--- config.mk ---
export PLATFORM = sky130hd
export DESIGN_NAME = dwr_ctrl
export DESIGN_NICKNAME = d
export VERILOG_FILES = /design/src/core/dwr_pkg.sv /design/src/core/dwr_sync.sv /design/src/core/dwr_pin_drive.sv /design/src/core/dwr_ctrl.sv
export SDC_FILE = /design/constraint.sdc
export NUM_CORES = 1
export LEC_CHECK = 0
export BUFFER_PORTS_ARGS = -buffer_cell sky130_fd_sc_hd__buf_4
export CORE_MARGIN = 3
export CORE_UTILIZATION = 56
export DETAILED_ROUTE_END_ITERATION = 7
export PLACE_DENSITY_LB_ADDON = 0.2
export SYNTH_ARGS = -nofsm -noshare
export SYNTH_HDL_FRONTEND = slang
export SYNTH_SLANG_ARGS = --single-unit
export TNS_END_PERCENT = 100
--- constraint.sdc ---
create_clock -name clk -period 2.3 [get_ports clk]
set_input_delay 0.115 -clock clk [delete_from_list [all_inputs] [get_ports clk]]
set_output_delay 0.115 -clock clk [all_outputs]
set_load 0.01 [all_outputs]
--- src/core/dwr_pkg.sv ---
// package for the default wake-ready controller
// assumes one 200 MHz clock and an asynchronous active-low reset
package dwr_pkg;
   localparam real PULSE_TIME_MS = 1.363;
   localparam real CLK_MHZ = 200.0;
   // active pulse is a least time: round up
   localparam int PULSE_CYCLES_INT = int'($ceil(PULSE_TIME_MS * 1000.0 * CLK_MHZ));
   localparam logic [18:0] PULSE_CYCLES = PULSE_CYCLES_INT[18:0];

   // configuration flag word field positions
   localparam int FLAG_SELF_POWER_BIT = 0;
   localparam int FLAG_PIN_ROLE_BIT = 12;
   localparam int FLAG_POLARITY_BIT = 13;
   localparam int FLAG_DRIVE_BIT = 14;
   localparam int FLAG_PULSE_BIT = 15;
   localparam logic [15:0] FLAG_RESET_VALUE = 16'h7001;

   // register offsets of the plain register port
   localparam logic [3:0] REG_CONFIG = 4'h0;
   localparam logic [3:0] REG_STATUS = 4'h1;
   localparam logic [3:0] REG_IRQ_STAT = 4'h2;
   localparam logic [3:0] REG_IRQ_MASK = 4'h3;
   localparam logic [2:0] IRQ_RESET_VALUE = 3'h0;
   localparam logic [2:0] MASK_RESET_VALUE = 3'h0;

   typedef enum logic [1:0] {
      DWR_ST_RESET = 2'b00,
      DWR_ST_WAKE_READY = 2'b01,
      DWR_ST_NORMAL = 2'b10
   } dwr_state_t;

   typedef struct packed {
      logic pulse_indication_sel;
      logic output_drive_type;
      logic output_polarity;
      logic pin_role_select;
   } dwr_pin_cfg_t;

   typedef struct packed {
      logic usb_phy_en;
      logic usb_dp_dm_oe;
      logic wake_detect_en;
      logic eth_phy_en;
      logic autoneg_en;
      logic start_enum;
   } dwr_power_ctl_t;
endpackage

--- src/core/dwr_sync.sv ---
// two-flop synchroniser for one pin level
// assumes the pin is asynchronous to clk
`timescale 1ns/1ps
module dwr_sync
   import dwr_pkg::*;
(
   input wire logic clk,
   input wire logic rst_n,
   input wire logic din,
   output logic dout
);
   logic meta_r;

   always_ff @(posedge clk or negedge rst_n) begin
      if (!rst_n) begin
         meta_r <= 1'b1;
         dout <= 1'b1;
      end else begin
         meta_r <= din;
         dout <= meta_r;
      end
   end
endmodule // dwr_sync

--- src/core/dwr_pin_drive.sv ---
// power-event pin driver: pulse timer, polarity, drive type
// assumes assert_req is a one-cycle pulse from the controller
`timescale 1ns/1ps
module dwr_pin_drive
   import dwr_pkg::*;
(
   input wire logic clk,
   input wire logic rst_n,
   input wire dwr_pin_cfg_t cfg,
   input wire logic assert_req,
   output logic active,
   output logic pin_out,
   output logic pin_oe
);
   logic level_r;
   logic [18:0] cnt_r;

   always_ff @(posedge clk or negedge rst_n) begin
      if (!rst_n) begin
         level_r <= 1'b0;
         cnt_r <= 19'h0;
      end else if (assert_req && cfg.pin_role_select) begin
         level_r <= 1'b1;
         cnt_r <= PULSE_CYCLES;
      end else if (cfg.pulse_indication_sel && level_r) begin
         // pulse form ends on its own timer
         if (cnt_r <= 19'h1) begin
            level_r <= 1'b0;
            cnt_r <= 19'h0;
         end else begin
            cnt_r <= cnt_r - 19'h1;
         end
      end
      // static form holds until reset
   end

   assign active = level_r;

   always_ff @(posedge clk or negedge rst_n) begin
      if (!rst_n) begin
         pin_out <= 1'b0;
         pin_oe <= 1'b0;
      end else if (!cfg.pin_role_select) begin
         pin_out <= 1'b0;
         pin_oe <= 1'b0;
      end else if (cfg.output_drive_type) begin
         pin_out <= level_r ~^ cfg.output_polarity;
         pin_oe <= 1'b1;
      end else begin
         // open drain only ever pulls low
         pin_out <= 1'b0;
         pin_oe <= (level_r ~^ cfg.output_polarity) == 1'b0;
      end
   end
endmodule // dwr_pin_drive

--- src/core/dwr_ctrl.sv ---
// default wake-ready controller: strap, wake sources, power gating,
// power-event pin, register port with interrupt
// assumes the wake pattern detector gives a one-cycle pulse on clk
//
// The register addresses and the plain strobed port are this design's own decisions.
`timescale 1ns/1ps

////////////////////////////////////////////////////////////////////////
// Function
// - wake-ready setup comes from config flags and strap, no software needed.
// - in wake-ready, USB off; pattern detector, ethernet PHY, autoneg on.
// - valid wake pattern in wake-ready asserts the power-event output.
// - low on external wake input also asserts the power-event output; the code acts only on a falling edge seen while in wake-ready.
// - after assertion leave wake-ready and start USB enumeration.
// - static level output holds until hardware reset.
// - strap sampled after reset: high enters wake-ready, low normal; the code also needs the pin role and self power flags set for wake-ready.
// - power-event output active high when wake-ready enabled.
// - USB data pins are high impedance during wake-ready.
// - pulse flag 1 gives 1.363 ms pulse, 0 static level.
// - polarity flag 1 active high, 0 active low.
// - drive flag 1 push-pull, 0 open drain.
module dwr_ctrl
   import dwr_pkg::*;
(
   input wire logic clk,
   input wire logic rst_n,
   input wire logic wake_strap,
   input wire logic ext_wake_input_n,
   input wire logic wake_pattern_valid,
   input wire logic vbus_sense,
   input wire logic [3:0] reg_addr,
   input wire logic [15:0] reg_wdata,
   input wire logic reg_wr,
   input wire logic reg_rd,
   output logic [15:0] reg_rdata,
   output logic irq,
   output logic power_event_out,
   output logic power_event_oe,
   output dwr_power_ctl_t power_ctl
);

   ////////////////////////////////////////////////////////////////////
   // pin inputs through two flops
   logic strap_s;
   logic wake_n_s;
   logic vbus_s;
   logic wake_n_d_r;

   dwr_sync u_sync_strap (
      .clk(clk),
      .rst_n(rst_n),
      .din(wake_strap),
      .dout(strap_s)
   );

   dwr_sync u_sync_wake (
      .clk(clk),
      .rst_n(rst_n),
      .din(ext_wake_input_n),
      .dout(wake_n_s)
   );

   dwr_sync u_sync_vbus (
      .clk(clk),
      .rst_n(rst_n),
      .din(vbus_sense),
      .dout(vbus_s)
   );

   always_ff @(posedge clk or negedge rst_n) begin
      if (!rst_n) begin
         wake_n_d_r <= 1'b1;
      end else begin
         wake_n_d_r <= wake_n_s;
      end
   end

   // falling edge on the synchronised wake input
   logic ext_wake_evt;
   assign ext_wake_evt = wake_n_d_r && !wake_n_s;

   ////////////////////////////////////////////////////////////////////
   // configuration flags, loaded by the configuration source
   logic [15:0] flag_r;
   dwr_pin_cfg_t pin_cfg;
   logic self_powered;
   logic mode_allowed;

   assign pin_cfg.pulse_indication_sel = flag_r[FLAG_PULSE_BIT];
   assign pin_cfg.output_drive_type = flag_r[FLAG_DRIVE_BIT];
   assign pin_cfg.output_polarity = flag_r[FLAG_POLARITY_BIT];
   assign pin_cfg.pin_role_select = flag_r[FLAG_PIN_ROLE_BIT];
   assign self_powered = flag_r[FLAG_SELF_POWER_BIT];
   // mode needs pin role and self power from config
   assign mode_allowed = pin_cfg.pin_role_select && self_powered;

   ////////////////////////////////////////////////////////////////////
   // state machine: strap caught after release, not in reset
   dwr_state_t state_r;
   dwr_state_t state_nxt;
   logic wake_ready_r;
   logic [1:0] settle_r;
   logic wake_evt;
   logic assert_req;

   // both sources count only while in wake-ready
   assign wake_evt = wake_ready_r && (wake_pattern_valid || ext_wake_evt);
   assign assert_req = (state_r == DWR_ST_WAKE_READY) && wake_evt;

   // wait for the synchroniser to carry the real strap level
   always_ff @(posedge clk or negedge rst_n) begin
      if (!rst_n) begin
         settle_r <= 2'h0;
      end else if (settle_r != 2'h3) begin
         settle_r <= settle_r + 2'h1;
      end
   end

   always_comb begin
      state_nxt = state_r;
      case (state_r)
         DWR_ST_RESET: begin
            if (settle_r == 2'h3) begin
               // strap high enters wake-ready only when the mode is allowed
               if (strap_s && mode_allowed) begin
                  state_nxt = DWR_ST_WAKE_READY;
               end else begin
                  state_nxt = DWR_ST_NORMAL;
               end
            end
         end
         DWR_ST_WAKE_READY: begin
            if (assert_req) begin
               state_nxt = DWR_ST_NORMAL;
            end
         end
         DWR_ST_NORMAL: begin
            state_nxt = DWR_ST_NORMAL;
         end
         default: begin
            state_nxt = DWR_ST_RESET;
         end
      endcase
   end

   always_ff @(posedge clk or negedge rst_n) begin
      if (!rst_n) begin
         state_r <= DWR_ST_RESET;
      end else begin
         state_r <= state_nxt;
      end
   end

   // single wake-ready flag
   always_ff @(posedge clk or negedge rst_n) begin
      if (!rst_n) begin
         wake_ready_r <= 1'b0;
      end else if (state_r == DWR_ST_RESET && state_nxt == DWR_ST_WAKE_READY) begin
         wake_ready_r <= 1'b1;
      end else if (assert_req) begin
         wake_ready_r <= 1'b0;
      end
   end

   ////////////////////////////////////////////////////////////////////
   // power gating of the rest of the device
   always_ff @(posedge clk or negedge rst_n) begin
      if (!rst_n) begin
         power_ctl <= '0;
      end else begin
         power_ctl.usb_phy_en <= (state_nxt == DWR_ST_NORMAL);
         power_ctl.usb_dp_dm_oe <= (state_nxt == DWR_ST_NORMAL);
         power_ctl.wake_detect_en <= (state_nxt == DWR_ST_WAKE_READY);
         power_ctl.eth_phy_en <= (state_nxt != DWR_ST_RESET);
         power_ctl.autoneg_en <= (state_nxt != DWR_ST_RESET);
         // enumeration starts at once in normal mode
         power_ctl.start_enum <= (state_nxt == DWR_ST_NORMAL);
      end
   end

   ////////////////////////////////////////////////////////////////////
   // power-event pin
   logic pe_active;

   dwr_pin_drive u_pin (
      .clk(clk),
      .rst_n(rst_n),
      .cfg(pin_cfg),
      .assert_req(assert_req),
      .active(pe_active),
      .pin_out(power_event_out),
      .pin_oe(power_event_oe)
   );

   ////////////////////////////////////////////////////////////////////
   // register port
   logic [2:0] irq_stat_r;
   logic [2:0] irq_mask_r;
   logic [2:0] irq_evt;
   logic stat_rd;

   // pattern wake, external wake, power event asserted
   assign irq_evt = {assert_req, ext_wake_evt, wake_pattern_valid && wake_ready_r};
   assign stat_rd = reg_rd && (reg_addr == REG_IRQ_STAT);

   always_ff @(posedge clk or negedge rst_n) begin
      if (!rst_n) begin
         flag_r <= FLAG_RESET_VALUE;
      end else if (reg_wr && reg_addr == REG_CONFIG) begin
         // changing flags after the strap decision affects only the pin
         flag_r <= reg_wdata;
      end
   end

   always_ff @(posedge clk or negedge rst_n) begin
      if (!rst_n) begin
         irq_mask_r <= MASK_RESET_VALUE;
      end else if (reg_wr && reg_addr == REG_IRQ_MASK) begin
         irq_mask_r <= reg_wdata[2:0];
      end
   end

   // a new event wins over the clear by read
   always_ff @(posedge clk or negedge rst_n) begin
      if (!rst_n) begin
         irq_stat_r <= IRQ_RESET_VALUE;
      end else begin
         irq_stat_r <= (stat_rd ? 3'h0 : irq_stat_r) | irq_evt;
      end
   end

   always_ff @(posedge clk or negedge rst_n) begin
      if (!rst_n) begin
         irq <= 1'b0;
      end else begin
         irq <= |(((stat_rd ? 3'h0 : irq_stat_r) | irq_evt) & irq_mask_r);
      end
   end

   always_ff @(posedge clk or negedge rst_n) begin
      if (!rst_n) begin
         reg_rdata <= 16'h0;
      end else if (reg_rd) begin
         case (reg_addr)
            REG_CONFIG: reg_rdata <= flag_r;
            REG_STATUS: reg_rdata <= {10'h0, vbus_s, pe_active, wake_ready_r,
                                      strap_s, state_r};
            REG_IRQ_STAT: reg_rdata <= {13'h0, irq_stat_r};
            REG_IRQ_MASK: reg_rdata <= {13'h0, irq_mask_r};
            default: reg_rdata <= 16'h0;
         endcase
      end else begin
         reg_rdata <= 16'h0;
      end
   end

endmodule // dwr_ctrl

==> results of run 1 <==
kinds of logic after synthesis:
kind of cell / Yosys count / share of synthesized area, %
simple gates: 103 / 17.9
flops: 76 / 58.5
buf+inv: 16 / 2.33
compound gates: 48 / 9.47
fa+ha+maj: 3 / 1.15
xor+xnor: 2 / 0.535
mux: 27 / 10.2
cells in the mapped netlist, types with 4 or more instances:
master    number  share of area (%)
a21oi_1       17                2.6
o21ai_0        7                1.1
nand2_1       19                2.2
buf_4          4               0.92
nand3_1       10                1.5
nand4_1        4               0.76
inv_1          4               0.46
nor3_1        10                1.5
dfstp_2       11                8.8
mux2i_1        4                1.2
or4_1          4               0.92
dfrtp_1       65                 50
clkbuf_1       7               0.80
and2_1        14                2.7
nor2_1        19                2.2
mux2_2        20                6.9
cell type report:
cell class,instances,area [µm²]
Clock buffer,10,138
Clock inverter,6,111
Fill cell,371,1390
Inverter,4,15.0
Multi-Input combinational cell,183,1280
Sequential cell,76,1920
Tap cell,72,90.1
Timing Repair Buffer,78,633
critical path, cell delays in order (launching register included):
cell and delay, ns:
dfrtp_1 0.44, or4_4 0.58, or4_1 0.50, or3_1 0.31, a21oi_1 0.13
layer usage:
| metal | wire [µm] | share of wire, % | vias up |
|---|---|---|---|
| met3 | 348 | 5.0 | 9 |
| li1 | - | - | 1163 |
| met4 | 106 | 1.5 | 0 |
| met5 | 0 | 0 | - |
| met1 | 2800 | 40 | 1208 |
| met2 | 3670 | 53 | 76 |
sequential cells by signal, indices dropped and copies added, names as in the netlist:
register	cells
settle_r	2
u_pin.pin_oe	1
irq	1
u_sync_vbus.dout	1
irq_mask_r	3
irq_stat_r	3
u_sync_wake.dout	1
power_ctl	3
u_pin.cnt_r	19
flag_r	16
u_pin.active	1
u_pin.pin_out	1
u_sync_wake.meta_r	1
wake_ready_r	1
u_sync_vbus.meta_r	1
wake_n_d_r	1
state_r	2
reg_rdata	16
u_sync_strap.dout	1
u_sync_strap.meta_r	1
worst max-delay path by stage:
stage,start,to,cells past startpoint
global route,u_pin.cnt_r[3],u_pin.cnt_r[12],5
detailed placement,u_pin.cnt_r[7],u_pin.cnt_r[12],4
global placement,u_pin.cnt_r[7],u_pin.cnt_r[12],4
finish,u_pin.cnt_r[7],u_pin.cnt_r[12],4
floorplan,u_pin.cnt_r[15],u_pin.cnt_r[7],6
CTS,u_pin.cnt_r[7],u_pin.cnt_r[12],4
power by group through the flow:
| stage | logic (W) | registers (W) | clock network (W) |
|---|---|---|---|
| finish | 0.000470 | 0.00162 | 0.00123 |
| global route | 0.000528 | 0.00163 | 0.00132 |
| floorplan | 0.000284 | 0.00161 | 0 |
| detailed placement | 0.000441 | 0.00163 | 0 |
| global placement | 0.000430 | 0.00162 | 0 |
| CTS | 0.000473 | 0.00161 | 0.00126 |
through the flow:
| stage | setup WS, ns | total power [W] | hold WS [ns] |
|---|---|---|---|
| floorplan | 0.308 | 0.00189 | -0.181 |
| global placement | 0.316 | 0.00205 | 0.223 |
| detailed placement | 0.285 | 0.00207 | 0.224 |
| CTS | 0.265 | 0.00334 | 0.00309 |
| global route | 0.124 | 0.00348 | 0.00995 |
| finish | 0.274 | 0.00332 | 0.0167 |
==> results.cfg, run 1 <==
[finish]
layout-drive-gt1-share_pct = 31.7
diodes = 0
fin_cells = 429
fin_util_pct = 75.1
final_nets = 383
layout_common_cells = dfrtp_1, buf_4, mux2_2
mostFrequentLayoutCell = dfrtp_1
final_area_mm2 = 0.00419
syn2layout_area_growth_pct = 27.8

[power]
seq_power_share_pct = 48.7
power_frac_comb_pct = 14.2
power_density_mw_per_mm2 = 792
power_leakage_nw = 1.85
clkPwrFrac_pct = 37.2
ir_drop_v = 0.000716
p_int_w = 0.00249
switching_share_pct = 25.0
power.switching_w = 0.000831

[timing]
hold_viol = 0
skew_ns = 0.00764
fmax_ghz = 0.494
finalCriticalPeriod_ns = 2.03
rsz0062_at_grt = false
fin_crit_sh_pct = 88.1
slew_violations = 0
slew-limit-headroom_pct = 40.3
setup_viol = 0
setup_tns_ns = 0
tightest_slew_ns = 0.896

[clock_tree]
ctsResizeCount = 0
h-tree-depth = 3
clock_path_buffers = 2
numCtsBuffers = 9
cts_hold_buf = 19
cts_tree = done
cts_sinks = 76
cts.clk_slew.worst_paths_ns = 0.08
post_cts_buffers = 0
clock_latency_ns = 0.35
cts-root-buf = clkbuf_8

[grt]
grt_max_degree = 77
grt_pass1_vias = 2511
busiest_layer = met2
antenna_found_initial = 0
met3_usage_pct = 5.64
grt.total_usage_pct = 23.4
met2_usage_pct = 40.6
grtUsageMet1_pct = 27.7
grt_pass1_wl_um = 11700
grt-ovfl-total = 0

[worst_setup_path]
r2r-start = u_pin.cnt_r[7]
worstPathMaxFanout = 6
ff2ff_path_depth = 4
worstReg2RegEnd = u_pin.cnt_r[12]
cp-end-kind = register
path_class = register to register
arrival_ns = 2.30
cp_data_required_time_ns = 2.57
r2r_slack_ns = 0.27
start_kind = register

[floorplan]
die_area_mm2 = 0.00681
num_io_pins = 53
fp.coreArea_mm2 = 0.00557
rows = 27
start_util_pct = 58.8
die_h_um = 82.5
die_x_um = 82.5

[hold_path]
min_to = flag_r[2]
worstHoldPathType = input pin to register
hp-start = reg_wdata[2]
min_path_cells = 2

[route]
drt_first_pass_iters = 4
drc_errors = 0
drtIter0Drc = 158
wire_per_inst_um = 16.2
vias = 2456
vias_per_cell = 5.72
wl_um = 6930
detail-route-antenna-nets = 0

[placed_design]
placed_cells = 394
portBuffers = 52
placed_area_mm2 = 0.00375
gp_congestion = 0.846
dp_hpwl_um = 4490

[synth]
seq_area_frac_synth_pct = 58.5
synth_cell_types = 48
yosys_warnings = 0
synth_edf_count = 0
syn-cell-area_mm2 = 0.00328
ys.flop_type = dfrtp_1
synth_fp_nets = 306
async_reset_ff_share_pct = 100
syn_inst = 275
synth_area_per_cell_um2 = 11.9
ys_ff_latch = 76

[job]
maxCapViolCount = 0

[outcome]
outcome = finished, final reports clean
(Power assumes the default switching activity.)
==> inputs of run 2 (changes only) <==
--- a/config.mk
+++ b/config.mk
@@ -6,8 +6,8 @@
 export NUM_CORES = 1
 export LEC_CHECK = 0
 export BUFFER_PORTS_ARGS = -buffer_cell sky130_fd_sc_hd__buf_4
-export CORE_MARGIN = 3
-export CORE_UTILIZATION = 56
+export CORE_MARGIN = 4
+export CORE_UTILIZATION = 60
 export DETAILED_ROUTE_END_ITERATION = 7
 export PLACE_DENSITY_LB_ADDON = 0.2
 export SYNTH_ARGS = -nofsm -noshare
==> constraint.sdc (replaced) <==
create_clock -name clk -period 2.5 [get_ports clk]
set_input_delay 0.125 -clock clk [delete_from_list [all_inputs] [get_ports clk]]
set_output_delay 0.125 -clock clk [all_outputs]
set_load 0.01 [all_outputs]
==> run 2 against run 1 <==
Compared with the run above: die area shrank 1.4%; combinational power shrank 9.1%; clock skew grew 0.0031 ns; worst hold slack lost 0.0026 ns; critical path type unchanged; count of clock-buffer cells in the layout shrank 1; highest routed layer unchanged.
==> results.cfg, run 2 (synthesized netlist as in run 1, its figures left out) <==
[route]
detail-route-antenna-nets = 0
drt_first_pass_iters = 6
drtIter0Drc = 166
vias = 2417
vias_per_cell = 5.77
wire_per_inst_um = 16.9
wl_um = 7080
drc_errors = 0

[grt]
grt-ovfl-total = 0
grt_pass1_wl_um = 11700
antenna_found_initial = 0
grt.total_usage_pct = 23.5
grt_max_degree = 77
grt_pass1_vias = 2491

[clock_tree]
numCtsBuffers = 9
h-tree-depth = 3
post_cts_buffers = 0
clock_path_buffers = 2
cts.clk_slew.worst_paths_ns = 0.08
cts-root-buf = clkbuf_8
clock_latency_ns = 0.35
cts_tree = done
cts_sinks = 76

[placed_design]
placed_area_mm2 = 0.00372
gp_congestion = 0.916
portBuffers = 52
dp_hpwl_um = 4700

[worst_setup_path]
crit_start = u_pin.cnt_r[3]
r2r_slack_ns = 0.37
path_class = register to register
worstPathMaxFanout = 7
cp_data_required_time_ns = 2.78
start_kind = register
arrival_ns = 2.41
r2r-start = u_pin.cnt_r[3]
cp-end-kind = register

[finish]
final_area_mm2 = 0.00408
diodes = 0
layout_common_cells = dfrtp_1, buf_4, mux2_2, nor2_1, nand2_1
largest_reg_flops = 19
syn2layout_area_growth_pct = 24.5
reg_top3 = u_pin.cnt_r x19, flag_r x16, reg_rdata x16
mostFrequentLayoutCell = dfrtp_1
top_register = u_pin.cnt_r
layout-drive-gt1-share_pct = 31.5
fill_cells = 348
final_nets = 375

[hold_path]
hp-start = reg_wdata[15]
worstHoldPathType = input pin to register

[timing]
hold_viol = 0
finalCriticalPeriod_ns = 2.13
slew-limit-headroom_pct = 38.5
setup_viol = 0
slew_violations = 0
setup_tns_ns = 0
tightest_slew_ns = 0.922
skew_ns = 0.0108
fmax_ghz = 0.469
fin_crit_sh_pct = 85.3
rsz0062_at_grt = false

[job]
maxCapViolCount = 0

[floorplan]
rows = 26
die_area_mm2 = 0.00671
die_x_um = 81.9
fp.coreArea_mm2 = 0.00520
num_io_pins = 53
start_util_pct = 63.0
die_h_um = 81.9

[outcome]
outcome = finished, final reports clean

[power]
power_leakage_nw = 1.80
ir_drop_v = 0.000550
power_density_mw_per_mm2 = 715
==> run 2: cell count changes in the layout (fill, tap and decap cells not counted), sizes merged <==
cell and change:
dlygate4sd3 -5, buf -3, clkinv +2, bufinv -1
clkbuf -1
==> run 2: final timing paths <==
path                                           to  cells past startpoint
worst min-delay path                   flag_r[15]                      2
worst max-delay path              u_pin.cnt_r[12]                      5
max in group asynchronous            power_ctl[0]                      2
worst max register to register    u_pin.cnt_r[12]                      5
min in group asynchronous            reg_rdata[6]                      2
worst min register to register  u_sync_strap.dout                      0
==> run 2: final cells by class <==
type,count,area (µm²),area share [%]
timing repair buffer,70,561,13.7
tap,70,87.6,2.15
multi-input combinational,183,1280,31.5
sequential,76,1920,47.0
clock inverter,7,91.3,2.24
clock buffer,9,124,3.04
inverter,4,15.0,0.368
==> run 2: timing repair <==
action,CTS,global route
hold buffers,14,0
hold endpoints to repair,78,0
resized for setup,0,0
==> run 2: where the power goes <==
part           switching [W]  leakage (nW)  internal, W  total, W
Combinational       0.000209         0.787     0.000218  0.000427
Clock               0.000447         0.109     0.000558   0.00101
Sequential          0.000114         0.904      0.00137   0.00148
Total               0.000770          1.80      0.00215   0.00292
==> run 2: routing by layer <==
layer	GRT usage [%]	share of wire, %	vias to the layer above
met2	39.4	51	61
met4	9.80	1.2	0
met1	29.9	43	1195
met5	0	0	-
li1	-	-	1149
met3	4.50	4.4	12
==> run 2: stage by stage <==
step / utilization [%] / instances / hold slack (ns) / setup WS (ns) / power [W]
floorplan: - / 275 / -0.171 / 0.508 / 0.00174
global placement: 71.5 / 389 / 0.234 / 0.468 / 0.00188
detailed placement: 71.5 / 389 / 0.234 / 0.414 / 0.00191
CTS: 78.4 / 419 / 0.00507 / 0.392 / 0.00293
global route: 78.4 / 419 / 0.00842 / 0.185 / 0.00305
finish: 78.4 / 419 / 0.0141 / 0.367 / 0.00292
==> run 2: critical path, stage by stage, from the launching register on <==
cell and delay, ns:
dfrtp_1 0.46, nor4_4 0.43, nand3_1 0.26, or4_1 0.47, or3_1 0.32, a21oi_1 0.12
